==> src/hw/bbt_consts.svh <==
// Purpose: Constants of the branch, bit and table executor
// Assumes: 32-bit AHB-Lite data bus, one aligned word per register
// Notes: Offsets are byte addresses; ranges are field slices
`ifndef BBT_CONSTS_SVH
`define BBT_CONSTS_SVH
// Register byte offsets
`define BBT_OFF_INSTR 8'h00
`define BBT_OFF_STATUS 8'h04
`define BBT_OFF_CTRL 8'h08
`define BBT_OFF_ACC 8'h0C
`define BBT_OFF_PC 8'h10
`define BBT_OFF_IRQ_STAT 8'h14
`define BBT_OFF_IRQ_MASK 8'h18
`define BBT_OFF_PMEM 8'h1C
`define BBT_OFF_TPTR 8'h20
// Data memory window, byte index in address bits 5:2
`define BBT_F_DMEM_TAG 7:6
`define BBT_DMEM_TAG 2'h1
`define BBT_F_DMEM_IDX 5:2
`define BBT_DMEM_N 16
// Instruction word fields
`define BBT_F_OP 4:0
`define BBT_F_M 11:8
`define BBT_F_BIT 14:12
`define BBT_F_IMM 23:16
`define BBT_F_ADDR 27:16
// Program memory load word fields
`define BBT_F_PM_DATA 15:0
`define BBT_PM_ADDR_LSB 16
// Control, accumulator register fields
`define BBT_CTRL_WAKE 0
`define BBT_ACC_CARRY 8
// Interrupt bits
`define BBT_IRQ_DONE 0
`define BBT_IRQ_SKIP 1
`define BBT_IRQ_HALT 2
`define BBT_IRQ_OVR 3
`define BBT_IRQ_W 4
// Data space and values
`define BBT_PCL_ADDR 4'h0
`define BBT_BYTE_ONES 8'hFF
`define BBT_RST_BYTE 8'h00
`define BBT_PC_STEP 1
`define BBT_PC_SKIP_STEP 2
// Cycle counts
`define BBT_CYC_ONE 3'h1
`define BBT_CYC_TWO 3'h2
`define BBT_CYC_SCI 3'h1
// Bus encodings
`define BBT_HSIZE_WORD 3'h2
`endif

==> src/hw/bbt_pkg.sv <==
// Purpose: Types of the branch, bit and table executor
// Assumes: Opcode codes are the software issue encoding
// Notes: Unlisted opcodes execute as no operation
package bbt_pkg;
  // Instruction opcodes
  typedef enum logic [4:0] {
    op_nop = 5'h00,
    op_clr_bit = 5'h01,
    op_set_bit = 5'h02,
    op_jump = 5'h03,
    op_skip_if_zero = 5'h04,
    op_skip_zero_move_acc = 5'h05,
    op_skip_bit_zero = 5'h06,
    op_skip_bit_nonzero = 5'h07,
    op_inc_skip_zero = 5'h08,
    op_dec_skip_zero = 5'h09,
    op_inc_skip_zero_to_acc = 5'h0A,
    op_dec_skip_zero_to_acc = 5'h0B,
    op_call = 5'h0C,
    op_return = 5'h0D,
    op_return_load_immediate = 5'h0E,
    op_interrupt_return = 5'h0F,
    op_table_read_current_page = 5'h10,
    op_table_read_last_page = 5'h11,
    op_clr_mem = 5'h12,
    op_set_mem = 5'h13,
    op_clr_watchdog = 5'h14,
    op_watchdog_preclear_first = 5'h15,
    op_watchdog_preclear_second = 5'h16,
    op_swap_mem = 5'h17,
    op_nibble_swap_to_acc = 5'h18,
    op_halt = 5'h19,
    op_add_carry = 5'h1A
  } bbt_op_t;
  // Last watchdog pre-clear issued
  typedef enum logic [1:0] {
    wdt_none,
    wdt_first,
    wdt_second
  } bbt_wdt_t;
endpackage : bbt_pkg

==> src/hw/bbt_exec.sv <==
// Purpose: Executes bit, skip, branch, table, watchdog, swap, halt
//   and add-with-carry instructions of an 8-bit core
// Assumes: One clock, AHB-Lite slave, PC_W above 8, STK_D power of 2
// Notes: One instruction per write of the instruction register
//
// What this block does
// - Bit clear/set forces one bit, flags kept
// - Skip-zero-move copies byte, skips on zero
// - Bit test skips on one or zero
// - Increment, write back, skip on zero
// - Decrement, write back, skip on zero
// - Skip taken two cycles, else one
// - Writing program counter low takes two cycles
// - Return loads immediate into accumulator, two cycles
// - Current-page table read fills high and memory
// - Last-page table read, same, two cycles
// - Pre-clear pair back to back clears flags
// - Lone pre-clear leaves flags unchanged
// - Smart-card register access adds one cycle
// - Nibble swap into accumulator, one cycle
// - Halt powers down within one cycle, flags
// - Add with carry into accumulator
// - Bit select covers positions zero to seven
//
// The AHB-Lite register port and the address map are this design's own decisions.
`timescale 1ns/1ps
`default_nettype none
`include "bbt_consts.svh"
module bbt_exec #(
  parameter int PC_W = 12,
  parameter int PM_AW = 6,
  parameter int PG_AW = 4,
  parameter int STK_D = 4,
  parameter logic [3:0] SCI_BASE = 4'hE
) (
  input wire logic clk_sys,
  input wire logic rstn,
  input wire logic hsel,
  input wire logic [31:0] haddr,
  input wire logic [1:0] htrans,
  input wire logic hwrite,
  input wire logic [2:0] hsize,
  input wire logic hready,
  input wire logic [31:0] hwdata,
  output logic [31:0] hrdata,
  output logic hreadyout,
  output logic hresp,
  input wire logic wdt_timeout,
  output logic irq,
  output logic powered_down
);
  import bbt_pkg::*;

  localparam int DM_N = `BBT_DMEM_N;
  localparam int SP_W = (STK_D > 1) ? $clog2(STK_D) : 1;
  localparam int PM_N = 1 << PM_AW;
  localparam int PGN_W = PM_AW - PG_AW;

  // Bus side state
  logic dp_wr_ff;
  logic [7:0] dp_addr_ff;
  logic [31:0] hrdata_ff;
  logic hreadyout_ff;
  logic hresp_ff;
  // Core state
  logic [7:0] dmem_ff [DM_N];
  logic [15:0] pmem_ff [PM_N];
  logic [PC_W-1:0] stack_ff [STK_D];
  logic [SP_W-1:0] sp_ff;
  logic [PC_W-1:0] pc_ff;
  logic [7:0] accumulator_ff;
  logic carry_ff;
  logic [7:0] table_high_byte_reg_ff;
  logic [7:0] table_ptr_ff;
  logic [2:0] cnt_ff;
  logic skipped_ff;
  bbt_wdt_t last_wdt_ff;
  logic timeout_flag_ff;
  logic powerdown_flag_ff;
  logic halted_ff;
  logic to_s1_ff;
  logic to_s2_ff;
  logic [`BBT_IRQ_W-1:0] irq_stat_ff;
  logic [`BBT_IRQ_W-1:0] irq_mask_ff;
  logic irq_ff;

  // Address phase decode; only word transfers are taken
  wire ahb_go = hsel && hready && htrans[1] && (hsize == `BBT_HSIZE_WORD);
  wire [7:0] ra = haddr[7:0];
  wire ra_dmem = ra[`BBT_F_DMEM_TAG] == `BBT_DMEM_TAG;
  wire [3:0] ra_idx = ra[`BBT_F_DMEM_IDX];

  // Data phase write strobes
  wire wr_instr = dp_wr_ff && (dp_addr_ff == `BBT_OFF_INSTR);
  wire wr_ctrl = dp_wr_ff && (dp_addr_ff == `BBT_OFF_CTRL);
  wire wr_acc = dp_wr_ff && (dp_addr_ff == `BBT_OFF_ACC);
  wire wr_istat = dp_wr_ff && (dp_addr_ff == `BBT_OFF_IRQ_STAT);
  wire wr_imask = dp_wr_ff && (dp_addr_ff == `BBT_OFF_IRQ_MASK);
  wire wr_pmem = dp_wr_ff && (dp_addr_ff == `BBT_OFF_PMEM);
  wire wr_tptr = dp_wr_ff && (dp_addr_ff == `BBT_OFF_TPTR);
  wire wr_dmem = dp_wr_ff && (dp_addr_ff[`BBT_F_DMEM_TAG] == `BBT_DMEM_TAG);

  // Issue only when idle and awake; anything else is an overrun
  wire busy = |cnt_ff;
  wire issue = wr_instr && !busy && !halted_ff;
  wire overrun = wr_instr && !issue;

  // Instruction fields, taken from the write data
  wire bbt_op_t op = bbt_op_t'(hwdata[`BBT_F_OP]);
  wire [3:0] m = hwdata[`BBT_F_M];
  wire [2:0] bsel = hwdata[`BBT_F_BIT];
  wire [7:0] imm = hwdata[`BBT_F_IMM];
  wire [PC_W-1:0] jaddr = PC_W'(hwdata[`BBT_F_ADDR]);

  // Operand; address zero is the program counter low byte
  wire [7:0] m_rd = (m == `BBT_PCL_ADDR) ? pc_ff[7:0] : dmem_ff[m];
  wire [7:0] bit_mask = 8'h01 << bsel;
  wire bit_val = |(m_rd & bit_mask);
  wire [7:0] m_inc = m_rd + 8'h01;
  wire [7:0] m_dec = m_rd - 8'h01;
  wire [7:0] m_swp = {m_rd[3:0], m_rd[7:4]};
  wire [8:0] sum9 = {1'b0, accumulator_ff} + {1'b0, m_rd} + {8'h00, carry_ff};

  // Table word: current page from the program counter, or the last page
  wire last_pg = op == op_table_read_last_page;
  wire [PGN_W-1:0] cur_pg = pc_ff[PM_AW-1:PG_AW];
  wire [PGN_W-1:0] tbl_pg = last_pg ? {PGN_W{1'b1}} : cur_pg;
  wire [PM_AW-1:0] tbl_addr = {tbl_pg, table_ptr_ff[PG_AW-1:0]};
  wire [15:0] pm_word = pmem_ff[tbl_addr];

  // Per-opcode effects
  logic ex_mem_we;
  logic [7:0] ex_mem_wd;
  logic ex_acc_we;
  logic [7:0] ex_acc_wd;
  logic ex_carry_we;
  logic ex_skip;
  logic ex_mem_use;
  logic ex_two;
  logic ex_tbl;
  logic ex_jump;
  logic ex_push;
  logic ex_pop;

  // Branch and bit operations never touch carry; only add does
  always_comb begin
    ex_mem_we = 1'b0;
    ex_mem_wd = m_rd;
    ex_acc_we = 1'b0;
    ex_acc_wd = m_rd;
    ex_carry_we = 1'b0;
    ex_skip = 1'b0;
    ex_mem_use = 1'b1;
    ex_two = 1'b0;
    ex_tbl = 1'b0;
    ex_jump = 1'b0;
    ex_push = 1'b0;
    ex_pop = 1'b0;
    case (op)
      op_clr_bit: begin
        ex_mem_we = 1'b1;
        ex_mem_wd = m_rd & ~bit_mask;
      end
      op_set_bit: begin
        ex_mem_we = 1'b1;
        ex_mem_wd = m_rd | bit_mask;
      end
      op_skip_if_zero: ex_skip = m_rd == 8'h00;
      op_skip_zero_move_acc: begin
        ex_acc_we = 1'b1;
        ex_skip = m_rd == 8'h00;
      end
      op_skip_bit_zero: ex_skip = !bit_val;
      op_skip_bit_nonzero: ex_skip = bit_val;
      op_inc_skip_zero: begin
        ex_mem_we = 1'b1;
        ex_mem_wd = m_inc;
        ex_skip = m_inc == 8'h00;
      end
      op_inc_skip_zero_to_acc: begin
        ex_acc_we = 1'b1;
        ex_acc_wd = m_inc;
        ex_skip = m_inc == 8'h00;
      end
      op_dec_skip_zero: begin
        ex_mem_we = 1'b1;
        ex_mem_wd = m_dec;
        ex_skip = m_dec == 8'h00;
      end
      op_dec_skip_zero_to_acc: begin
        ex_acc_we = 1'b1;
        ex_acc_wd = m_dec;
        ex_skip = m_dec == 8'h00;
      end
      op_jump: begin
        ex_mem_use = 1'b0;
        ex_two = 1'b1;
        ex_jump = 1'b1;
      end
      op_call: begin
        ex_mem_use = 1'b0;
        ex_two = 1'b1;
        ex_jump = 1'b1;
        ex_push = 1'b1;
      end
      op_return, op_interrupt_return: begin
        ex_mem_use = 1'b0;
        ex_two = 1'b1;
        ex_pop = 1'b1;
      end
      op_return_load_immediate: begin
        ex_mem_use = 1'b0;
        ex_two = 1'b1;
        ex_pop = 1'b1;
        ex_acc_we = 1'b1;
        ex_acc_wd = imm;
      end
      op_table_read_current_page, op_table_read_last_page: begin
        ex_two = 1'b1;
        ex_tbl = 1'b1;
        ex_mem_we = 1'b1;
        ex_mem_wd = pm_word[7:0];
      end
      op_clr_mem: begin
        ex_mem_we = 1'b1;
        ex_mem_wd = `BBT_RST_BYTE;
      end
      op_set_mem: begin
        ex_mem_we = 1'b1;
        ex_mem_wd = `BBT_BYTE_ONES;
      end
      op_swap_mem: begin
        ex_mem_we = 1'b1;
        ex_mem_wd = m_swp;
      end
      op_nibble_swap_to_acc: begin
        ex_acc_we = 1'b1;
        ex_acc_wd = m_swp;
      end
      op_add_carry: begin
        ex_acc_we = 1'b1;
        ex_acc_wd = sum9[7:0];
        ex_carry_we = 1'b1;
      end
      default: ex_mem_use = 1'b0;
    endcase
  end

  // Program counter and stack; the stack wraps when overfilled
  wire pcl_wr = ex_mem_we && (m == `BBT_PCL_ADDR);
  wire [SP_W-1:0] sp_dn = sp_ff - SP_W'(1);
  wire [PC_W-1:0] pc_inc = pc_ff + PC_W'(`BBT_PC_STEP);
  wire [PC_W-1:0] pc_skp = pc_ff + PC_W'(`BBT_PC_SKIP_STEP);
  wire [PC_W-1:0] pc_pcl = {pc_ff[PC_W-1:8], ex_mem_wd};
  wire [PC_W-1:0] nxt_pc_ex = ex_pop ? stack_ff[sp_dn] :
    ex_jump ? jaddr : pcl_wr ? pc_pcl : ex_skip ? pc_skp : pc_inc;
  wire [SP_W-1:0] nxt_sp = (issue && ex_push) ? sp_ff + SP_W'(1) :
    (issue && ex_pop) ? sp_dn : sp_ff;

  // Cycle count: skip and low-byte write cost two, smart-card one more
  wire sci = ex_mem_use && (m >= SCI_BASE);
  wire [2:0] cyc_base = (ex_two || ex_skip || pcl_wr) ? `BBT_CYC_TWO : `BBT_CYC_ONE;
  wire [2:0] cyc = cyc_base + (sci ? `BBT_CYC_SCI : 3'h0);
  wire [2:0] nxt_cnt = issue ? cyc - `BBT_CYC_ONE :
    busy ? cnt_ff - `BBT_CYC_ONE : cnt_ff;
  wire done_evt = (issue && (cyc == `BBT_CYC_ONE)) || (cnt_ff == `BBT_CYC_ONE);
  wire nxt_skipped = issue ? ex_skip : skipped_ff;

  // Watchdog pre-clear pairing; any other issue breaks the pair
  wire is_w1 = op == op_watchdog_preclear_first;
  wire is_w2 = op == op_watchdog_preclear_second;
  wire pair_clr = (is_w1 && last_wdt_ff == wdt_second) ||
    (is_w2 && last_wdt_ff == wdt_first);
  wire is_halt = issue && (op == op_halt);
  wire flag_clr = issue && (pair_clr || op == op_clr_watchdog || op == op_halt);
  bbt_wdt_t nxt_last_wdt;
  assign nxt_last_wdt = !issue ? last_wdt_ff : pair_clr ? wdt_none :
    is_w1 ? wdt_first : is_w2 ? wdt_second : wdt_none;
  // Timeout pin wins over any clear in the same cycle
  wire nxt_to = to_s2_ff || (timeout_flag_ff && !flag_clr);
  wire nxt_pdf = is_halt || (powerdown_flag_ff && !flag_clr);
  // Wake by software or by a watchdog timeout
  wire wake = (wr_ctrl && hwdata[`BBT_CTRL_WAKE]) || to_s2_ff;
  wire nxt_halted = is_halt || (halted_ff && !wake);

  // Accumulator and carry: software write or executed result
  wire [7:0] nxt_accumulator = wr_acc ? hwdata[7:0] :
    (issue && ex_acc_we) ? ex_acc_wd : accumulator_ff;
  wire nxt_carry = wr_acc ? hwdata[`BBT_ACC_CARRY] :
    (issue && ex_carry_we) ? sum9[8] : carry_ff;

  // Data memory write port, shared by bus and execution
  wire mem_we = (issue && ex_mem_we) || wr_dmem;
  wire [3:0] mem_wa = issue ? m : dp_addr_ff[`BBT_F_DMEM_IDX];
  wire [7:0] mem_wd = issue ? ex_mem_wd : hwdata[7:0];

  // Interrupt status: a new event beats a write-one clear
  wire [`BBT_IRQ_W-1:0] irq_set = {overrun, is_halt, issue && ex_skip, done_evt};
  wire [`BBT_IRQ_W-1:0] irq_clr = wr_istat ? hwdata[`BBT_IRQ_W-1:0] : '0;
  wire [`BBT_IRQ_W-1:0] nxt_istat = (irq_stat_ff & ~irq_clr) | irq_set;
  wire [`BBT_IRQ_W-1:0] nxt_imask = wr_imask ? hwdata[`BBT_IRQ_W-1:0] : irq_mask_ff;

  // Read selection in the address phase
  wire [7:0] dm_rd = (ra_idx == `BBT_PCL_ADDR) ? pc_ff[7:0] : dmem_ff[ra_idx];
  wire [31:0] rd_status = {16'h0000, table_high_byte_reg_ff, 2'h0, halted_ff,
    powerdown_flag_ff, timeout_flag_ff, carry_ff, skipped_ff, busy};
  wire [31:0] rd_word = ra_dmem ? {24'h000000, dm_rd} :
    (ra == `BBT_OFF_STATUS) ? rd_status :
    (ra == `BBT_OFF_ACC) ? {23'h000000, carry_ff, accumulator_ff} :
    (ra == `BBT_OFF_PC) ? 32'(pc_ff) :
    (ra == `BBT_OFF_IRQ_STAT) ? 32'(irq_stat_ff) :
    (ra == `BBT_OFF_IRQ_MASK) ? 32'(irq_mask_ff) :
    (ra == `BBT_OFF_TPTR) ? {24'h000000, table_ptr_ff} : 32'h00000000;

  // Bus slave: zero wait states, always OKAY
  always_ff @(posedge clk_sys) begin
    if (!rstn) begin
      dp_wr_ff <= 1'b0;
      dp_addr_ff <= `BBT_RST_BYTE;
      hrdata_ff <= 32'h00000000;
      hreadyout_ff <= 1'b1;
      hresp_ff <= 1'b0;
    end else begin
      dp_wr_ff <= ahb_go && hwrite;
      dp_addr_ff <= ahb_go ? ra : dp_addr_ff;
      hrdata_ff <= (ahb_go && !hwrite) ? rd_word : 32'h00000000;
    end
  end

  // Watchdog timeout pin synchroniser
  always_ff @(posedge clk_sys) begin
    if (!rstn) begin
      to_s1_ff <= 1'b0;
      to_s2_ff <= 1'b0;
    end else begin
      to_s1_ff <= wdt_timeout;
      to_s2_ff <= to_s1_ff;
    end
  end

  // Execution state
  always_ff @(posedge clk_sys) begin
    if (!rstn) begin
      pc_ff <= '0;
      sp_ff <= '0;
      accumulator_ff <= `BBT_RST_BYTE;
      carry_ff <= 1'b0;
      cnt_ff <= 3'h0;
      skipped_ff <= 1'b0;
    end else begin
      pc_ff <= issue ? nxt_pc_ex : pc_ff;
      sp_ff <= nxt_sp;
      accumulator_ff <= nxt_accumulator;
      carry_ff <= nxt_carry;
      cnt_ff <= nxt_cnt;
      skipped_ff <= nxt_skipped;
    end
  end

  // Watchdog flags and power-down
  always_ff @(posedge clk_sys) begin
    if (!rstn) begin
      last_wdt_ff <= wdt_none;
      timeout_flag_ff <= 1'b0;
      powerdown_flag_ff <= 1'b0;
      halted_ff <= 1'b0;
    end else begin
      last_wdt_ff <= nxt_last_wdt;
      timeout_flag_ff <= nxt_to;
      powerdown_flag_ff <= nxt_pdf;
      halted_ff <= nxt_halted;
    end
  end

  // Table pointer and high byte of table reads
  always_ff @(posedge clk_sys) begin
    if (!rstn) begin
      table_ptr_ff <= `BBT_RST_BYTE;
      table_high_byte_reg_ff <= `BBT_RST_BYTE;
    end else begin
      table_ptr_ff <= wr_tptr ? hwdata[7:0] : table_ptr_ff;
      if (issue && ex_tbl) begin
        table_high_byte_reg_ff <= pm_word[15:8];
      end
    end
  end

  // Data memory; cleared at reset so skips on zero are defined
  always_ff @(posedge clk_sys) begin
    if (!rstn) begin
      for (int i = 0; i < DM_N; i++) begin
        dmem_ff[i] <= `BBT_RST_BYTE;
      end
    end else if (mem_we) begin
      dmem_ff[mem_wa] <= mem_wd;
    end
  end

  // Program memory and stack hold data only, no reset
  always_ff @(posedge clk_sys) begin
    if (wr_pmem) begin
      pmem_ff[hwdata[`BBT_PM_ADDR_LSB +: PM_AW]] <= hwdata[`BBT_F_PM_DATA];
    end
    if (issue && ex_push) begin
      stack_ff[sp_ff] <= pc_inc;
    end
  end

  // Interrupts; level output follows the next-state values
  always_ff @(posedge clk_sys) begin
    if (!rstn) begin
      irq_stat_ff <= '0;
      irq_mask_ff <= '0;
      irq_ff <= 1'b0;
    end else begin
      irq_stat_ff <= nxt_istat;
      irq_mask_ff <= nxt_imask;
      irq_ff <= |(nxt_istat & nxt_imask);
    end
  end

  assign hrdata = hrdata_ff;
  assign hreadyout = hreadyout_ff;
  assign hresp = hresp_ff;
  assign irq = irq_ff;
  assign powered_down = halted_ff;
endmodule : bbt_exec
`default_nettype wire

==> config.mk <==
export PLATFORM = sky130hd
export DESIGN_NAME = bbt_exec
export DESIGN_NICKNAME = d
export VERILOG_FILES = /design/src/hw/bbt_pkg.sv /design/src/hw/bbt_exec.sv
export VERILOG_INCLUDE_DIRS = /design/src /design/src/hw
export SDC_FILE = /design/constraint.sdc
export NUM_CORES = 2
export LEC_CHECK = 0
export BUFFER_PORTS_ARGS = -buffer_cell sky130_fd_sc_hd__clkbuf_2
export CORE_UTILIZATION = 50
export DETAILED_ROUTE_END_ITERATION = 8
export PLACE_DENSITY_LB_ADDON = 0.05
export SYNTH_ARGS = -nofsm -noshare
export SYNTH_HDL_FRONTEND = slang
export SYNTH_SLANG_ARGS = --single-unit
==> constraint.sdc <==
create_clock -name clk_sys -period 4.42 [get_ports clk_sys]
set_clock_uncertainty 0.2 [all_clocks]
set_input_delay 0.442 -clock clk_sys [delete_from_list [all_inputs] [get_ports clk_sys]]
set_output_delay 0.442 -clock clk_sys [all_outputs]
set_load 0.005 [all_outputs]
==> results.yml <==
drt:
  vias: 30600
  post-route-drc-count: 0
  vias_per_cell: 6.26
  ant_nets: 0
  routed_wl_um: 154000
  first_pass_iters: 8
  wl_per_cell_um: 31.5
  drt_iter0_markers: 3417
floorplan:
  core_mm2: 0.107
  die_h_um: 331
  io-pin-count: 111
  dieArea_mm2: 0.109
  die_w_um: 331
  std_cell_rows: 120
  initial_core_util_pct: 50.4
yosys:
  ys_warn_count: 0
  synth_compound_area_share_pct: 4.22
  yosysSeqAreaShare_pct: 69.4
  avgSynthCellArea_um2: 17.7
  ys_types: 84
  synth_top_area_share_pct: 66.3
  yosys-top-cells-area: "edfxtp_1 (66%), mux4_2 (15%), dfxtp_1 (3.1%)"
  muxShareOfSynthArea_pct: 17.3
  synth-simple-area-share_pct: 5.84
  synth_flop_cell: "edfxtp_1"
  synth_area_mm2: 0.0540
  synth_edf_count: 1192
  ys_seq_elements: 1276
  synth_xor_area_share_pct: 0.454
  synth_fa_ha_area_share_pct: 0.630
  syn_inst: 3057
  synth_top_area_cell: "edfxtp_1"
  postSynth.asyncResetShare_pct: 0
  synth_top_family_by_area: "multiplexers"
global_route:
  grt_pass1_wl_um: 221000
  grt_util_all_layers_pct: 28.8
  gr-total-overflow: 0
  grt_start_max_net_pins: 75
  grt_antenna_before_repair: 10
  grt_pass1_vias: 30800
pwr:
  pwr-share-clk_pct: 43.2
  powerDensity_mw_per_mm2: 408
  p_int_w: 0.0199
  combPwrFrac_pct: 4.4
  seq_power_share_pct: 52.3
  leakage_nw: 20.3
  ir_worst_vdd_v: 0.000387
  switching_power_w: 0.00549
  p_sw_share_pct: 21.6
layout:
  final_common_cell: "edfxtp_1"
  seqCellArea_mm2: 0.0375
  final_util_pct: 58.1
  final_nets: 3485
  fill_cells: 8152
  drive_above_1_share_pct: 28.6
  final_cell_mix: "edfxtp_1 (1192), mux4_2 (369), buf_4 (289), nor2_1 (288), nand2_1 (155)"
  design_area_mm2: 0.0622
  multiInputGateArea_mm2: 0.0155
  areaGrowthSynthToFinish_pct: 15.1
clock_tree:
  clockBufferDepth: 3
  clk_latency_ns: 0.76
  cts_root_buffer: "clkbuf_16"
  cts_made_buffers: 138
  htree_levels: 4
  cts_tree: "built"
  cts.sinks: 1276
  clk_pin_slew_worst_paths_ns: 0.06
critical_path:
  timing.rr.end: "dmem_ff[10][1]$_SDFFCE_PN0P_"
  startpoint_type: "register"
  timing.rr.start: "table_ptr_ff[0]$_SDFFE_PN0P_"
  critical-path-top-delay-family: "multiplexers"
  cp.arrival_ns: 4.57
  crit_cells: 13
  cp.buffers_inverters: 3
  path_cells: "buf_12, mux4_2, mux4_2, mux2i_1, buf_4, a21oi_1, a221oi_1, o21ai_0, o21ai_0, nor2_1, a21oi_2, buf_12, nor2_1"
  cp_slowest_cell: "dfxtp_4"
  critPathKind: "register to register"
  worstSetupEndpointType: "register"
  crit_path_end: "dmem_ff[10][1]$_SDFFCE_PN0P_"
  startpoint: "table_ptr_ff[0]$_SDFFE_PN0P_"
  worstPathRequired_ns: 4.71
  cpPeakStageDelay_ns: 0.59
  rr_worst_depth: 13
  critPathMaxFanout: 20
  r2r_slack_ns: 0.14
placement:
  port_buffers: 63
  place_congestion: 0.937
  post-dp-hpwl_um: 103000
  placed_area_mm2: 0.0577
hold_path:
  hold_class: "primary input to register"
timing:
  hold_ws_ns: 0.0794
  rsz0062_at_grt: "no"
  slew_headroom_pct: 11.7
  worstMarginPinSlew_ns: 1.32
  setup_viol: 0
  fin_crit_sh_pct: 96.8
  hold_viol_final: 0
  drv_slew: 0
  clock.fmax_mhz: 234
  period_needed_ns: 4.28
status:
  outcome: "finished clean"
flow_run:
  maxCapViolations: 0
[layer usage]
| metal | wire [um] | GRT usage, % | vias up |
|---|---|---|---|
| met5 | 44 | 0 | - |
| met4 | 4990 | 9.58 | 8 |
| met3 | 9980 | 4.42 | 263 |
| met2 | 74500 | 46.3 | 1195 |
| met1 | 64700 | 40.5 | 16100 |
| li1 | - | - | 13000 |
[how the worst min path moves through the flow]
stage / start / to / slack (ns) / cells past startpoint
after floorplan: to_s1_ff$_SDFF_PN0_ / to_s2_ff$_SDFF_PN0_ / 0.21 / 1
after global placement: to_s1_ff$_SDFF_PN0_ / to_s2_ff$_SDFF_PN0_ / 0.23 / 1
after detailed placement: to_s1_ff$_SDFF_PN0_ / to_s2_ff$_SDFF_PN0_ / 0.24 / 1
after CTS: hwdata[1] / irq_mask_ff[1]$_SDFF_PN0_ / 0.03 / 4
after global routing: hwdata[1] / irq_stat_ff[1]$_SDFF_PN0_ / 0.12 / 5
final: hwdata[1] / irq_mask_ff[1]$_SDFF_PN0_ / 0.08 / 4
[through the flow]
step | setup WS (ns) | power (W) | cells | TNS, ns
2_1_floorplan | 0.234 | 0.0140 | 3073 | 0
3_3_place_gp | -0.236 | 0.0146 | 4632 | -7.54
3_5_place_dp | -0.217 | 0.0146 | 4632 | -6.17
4_1_cts | 0.0228 | 0.0256 | 4886 | 0
5_1_grt | 0.0297 | 0.0261 | 4890 | 0
6_report | 0.141 | 0.0254 | 4891 | 0
[kinds of logic after synthesis]
group / Yosys count
buf+inv: 240
compound gates: 329
mux: 469
other cells: 2
flops: 1276
fa+ha+maj: 26
xor+xnor: 28
simple gates: 687
[state kept, by name, summed over array words and instances, names as in the netlist, 2 cells and up]
signal	cells
pmem_ff	1024
irq_mask_ff	4
last_wdt_ff	2
table_ptr_ff	8
pc_ff	12
sp_ff	2
stack_ff	48
dmem_ff	120
irq_stat_ff	4
accumulator_ff	8
hrdata	16
cnt_ff	3
dp_addr_ff	8
table_high_byte_reg_ff	8
[worst min-delay path: cells and delay by family]
kind	cells	cell delay [ns]
and+or+nand+nor	1	0.09
buffers and inverters	2	0.32
muxes	1	0.14
[what timing repair did]
item | 4_1_cts | 5_1_grt
pin swaps | 0 | 1
gates resized for setup | 2 | 4
hold buffers | 12 | 0
buffers inserted | 0 | 3
endpoints found under the setup margin | 30 | 54
endpoints found under the hold margin | 22 | 0
[cell usage after synthesis, types with 19 or more instances]
cell      count
or3_1        19
mux2i_1      78
inv_1        31
nand3_1      55
mux2_2       20
a21oi_1      75
o21ai_0      49
buf_1        24
buf_4        36
mux4_2      369
nor2b_1      25
nor2_1      298
nand2_1     155
buf_2        40
o211ai_1     19
nor3_1       27
a31oi_1      21
edfxtp_1   1192
ha_1         24
and3_1       28
clkbuf_1     99
dfxtp_1      84
[power by group through the flow]
stage / registers, W / logic, W / clock network [W]
floorplan: 0.0135 / 0.000527 / 0
detailed placement: 0.0135 / 0.00110 / 0
global route: 0.0133 / 0.00119 / 0.0116
finish: 0.0133 / 0.00112 / 0.0110
global placement: 0.0135 / 0.00108 / 0
CTS: 0.0133 / 0.00111 / 0.0112
[area by class of cell]
cell class,count,share of cell area [%]
Inverter,32,0.193
Timing Repair Buffer,379,4.84
Antenna cell,2,0.00805
Tap cell,1403,2.82
Clock inverter,66,0.904
Sequential cell,1276,60.3
Multi-Input combinational cell,1557,24.9
Clock buffer,176,5.98
Power figures use the tool's default switching activity.
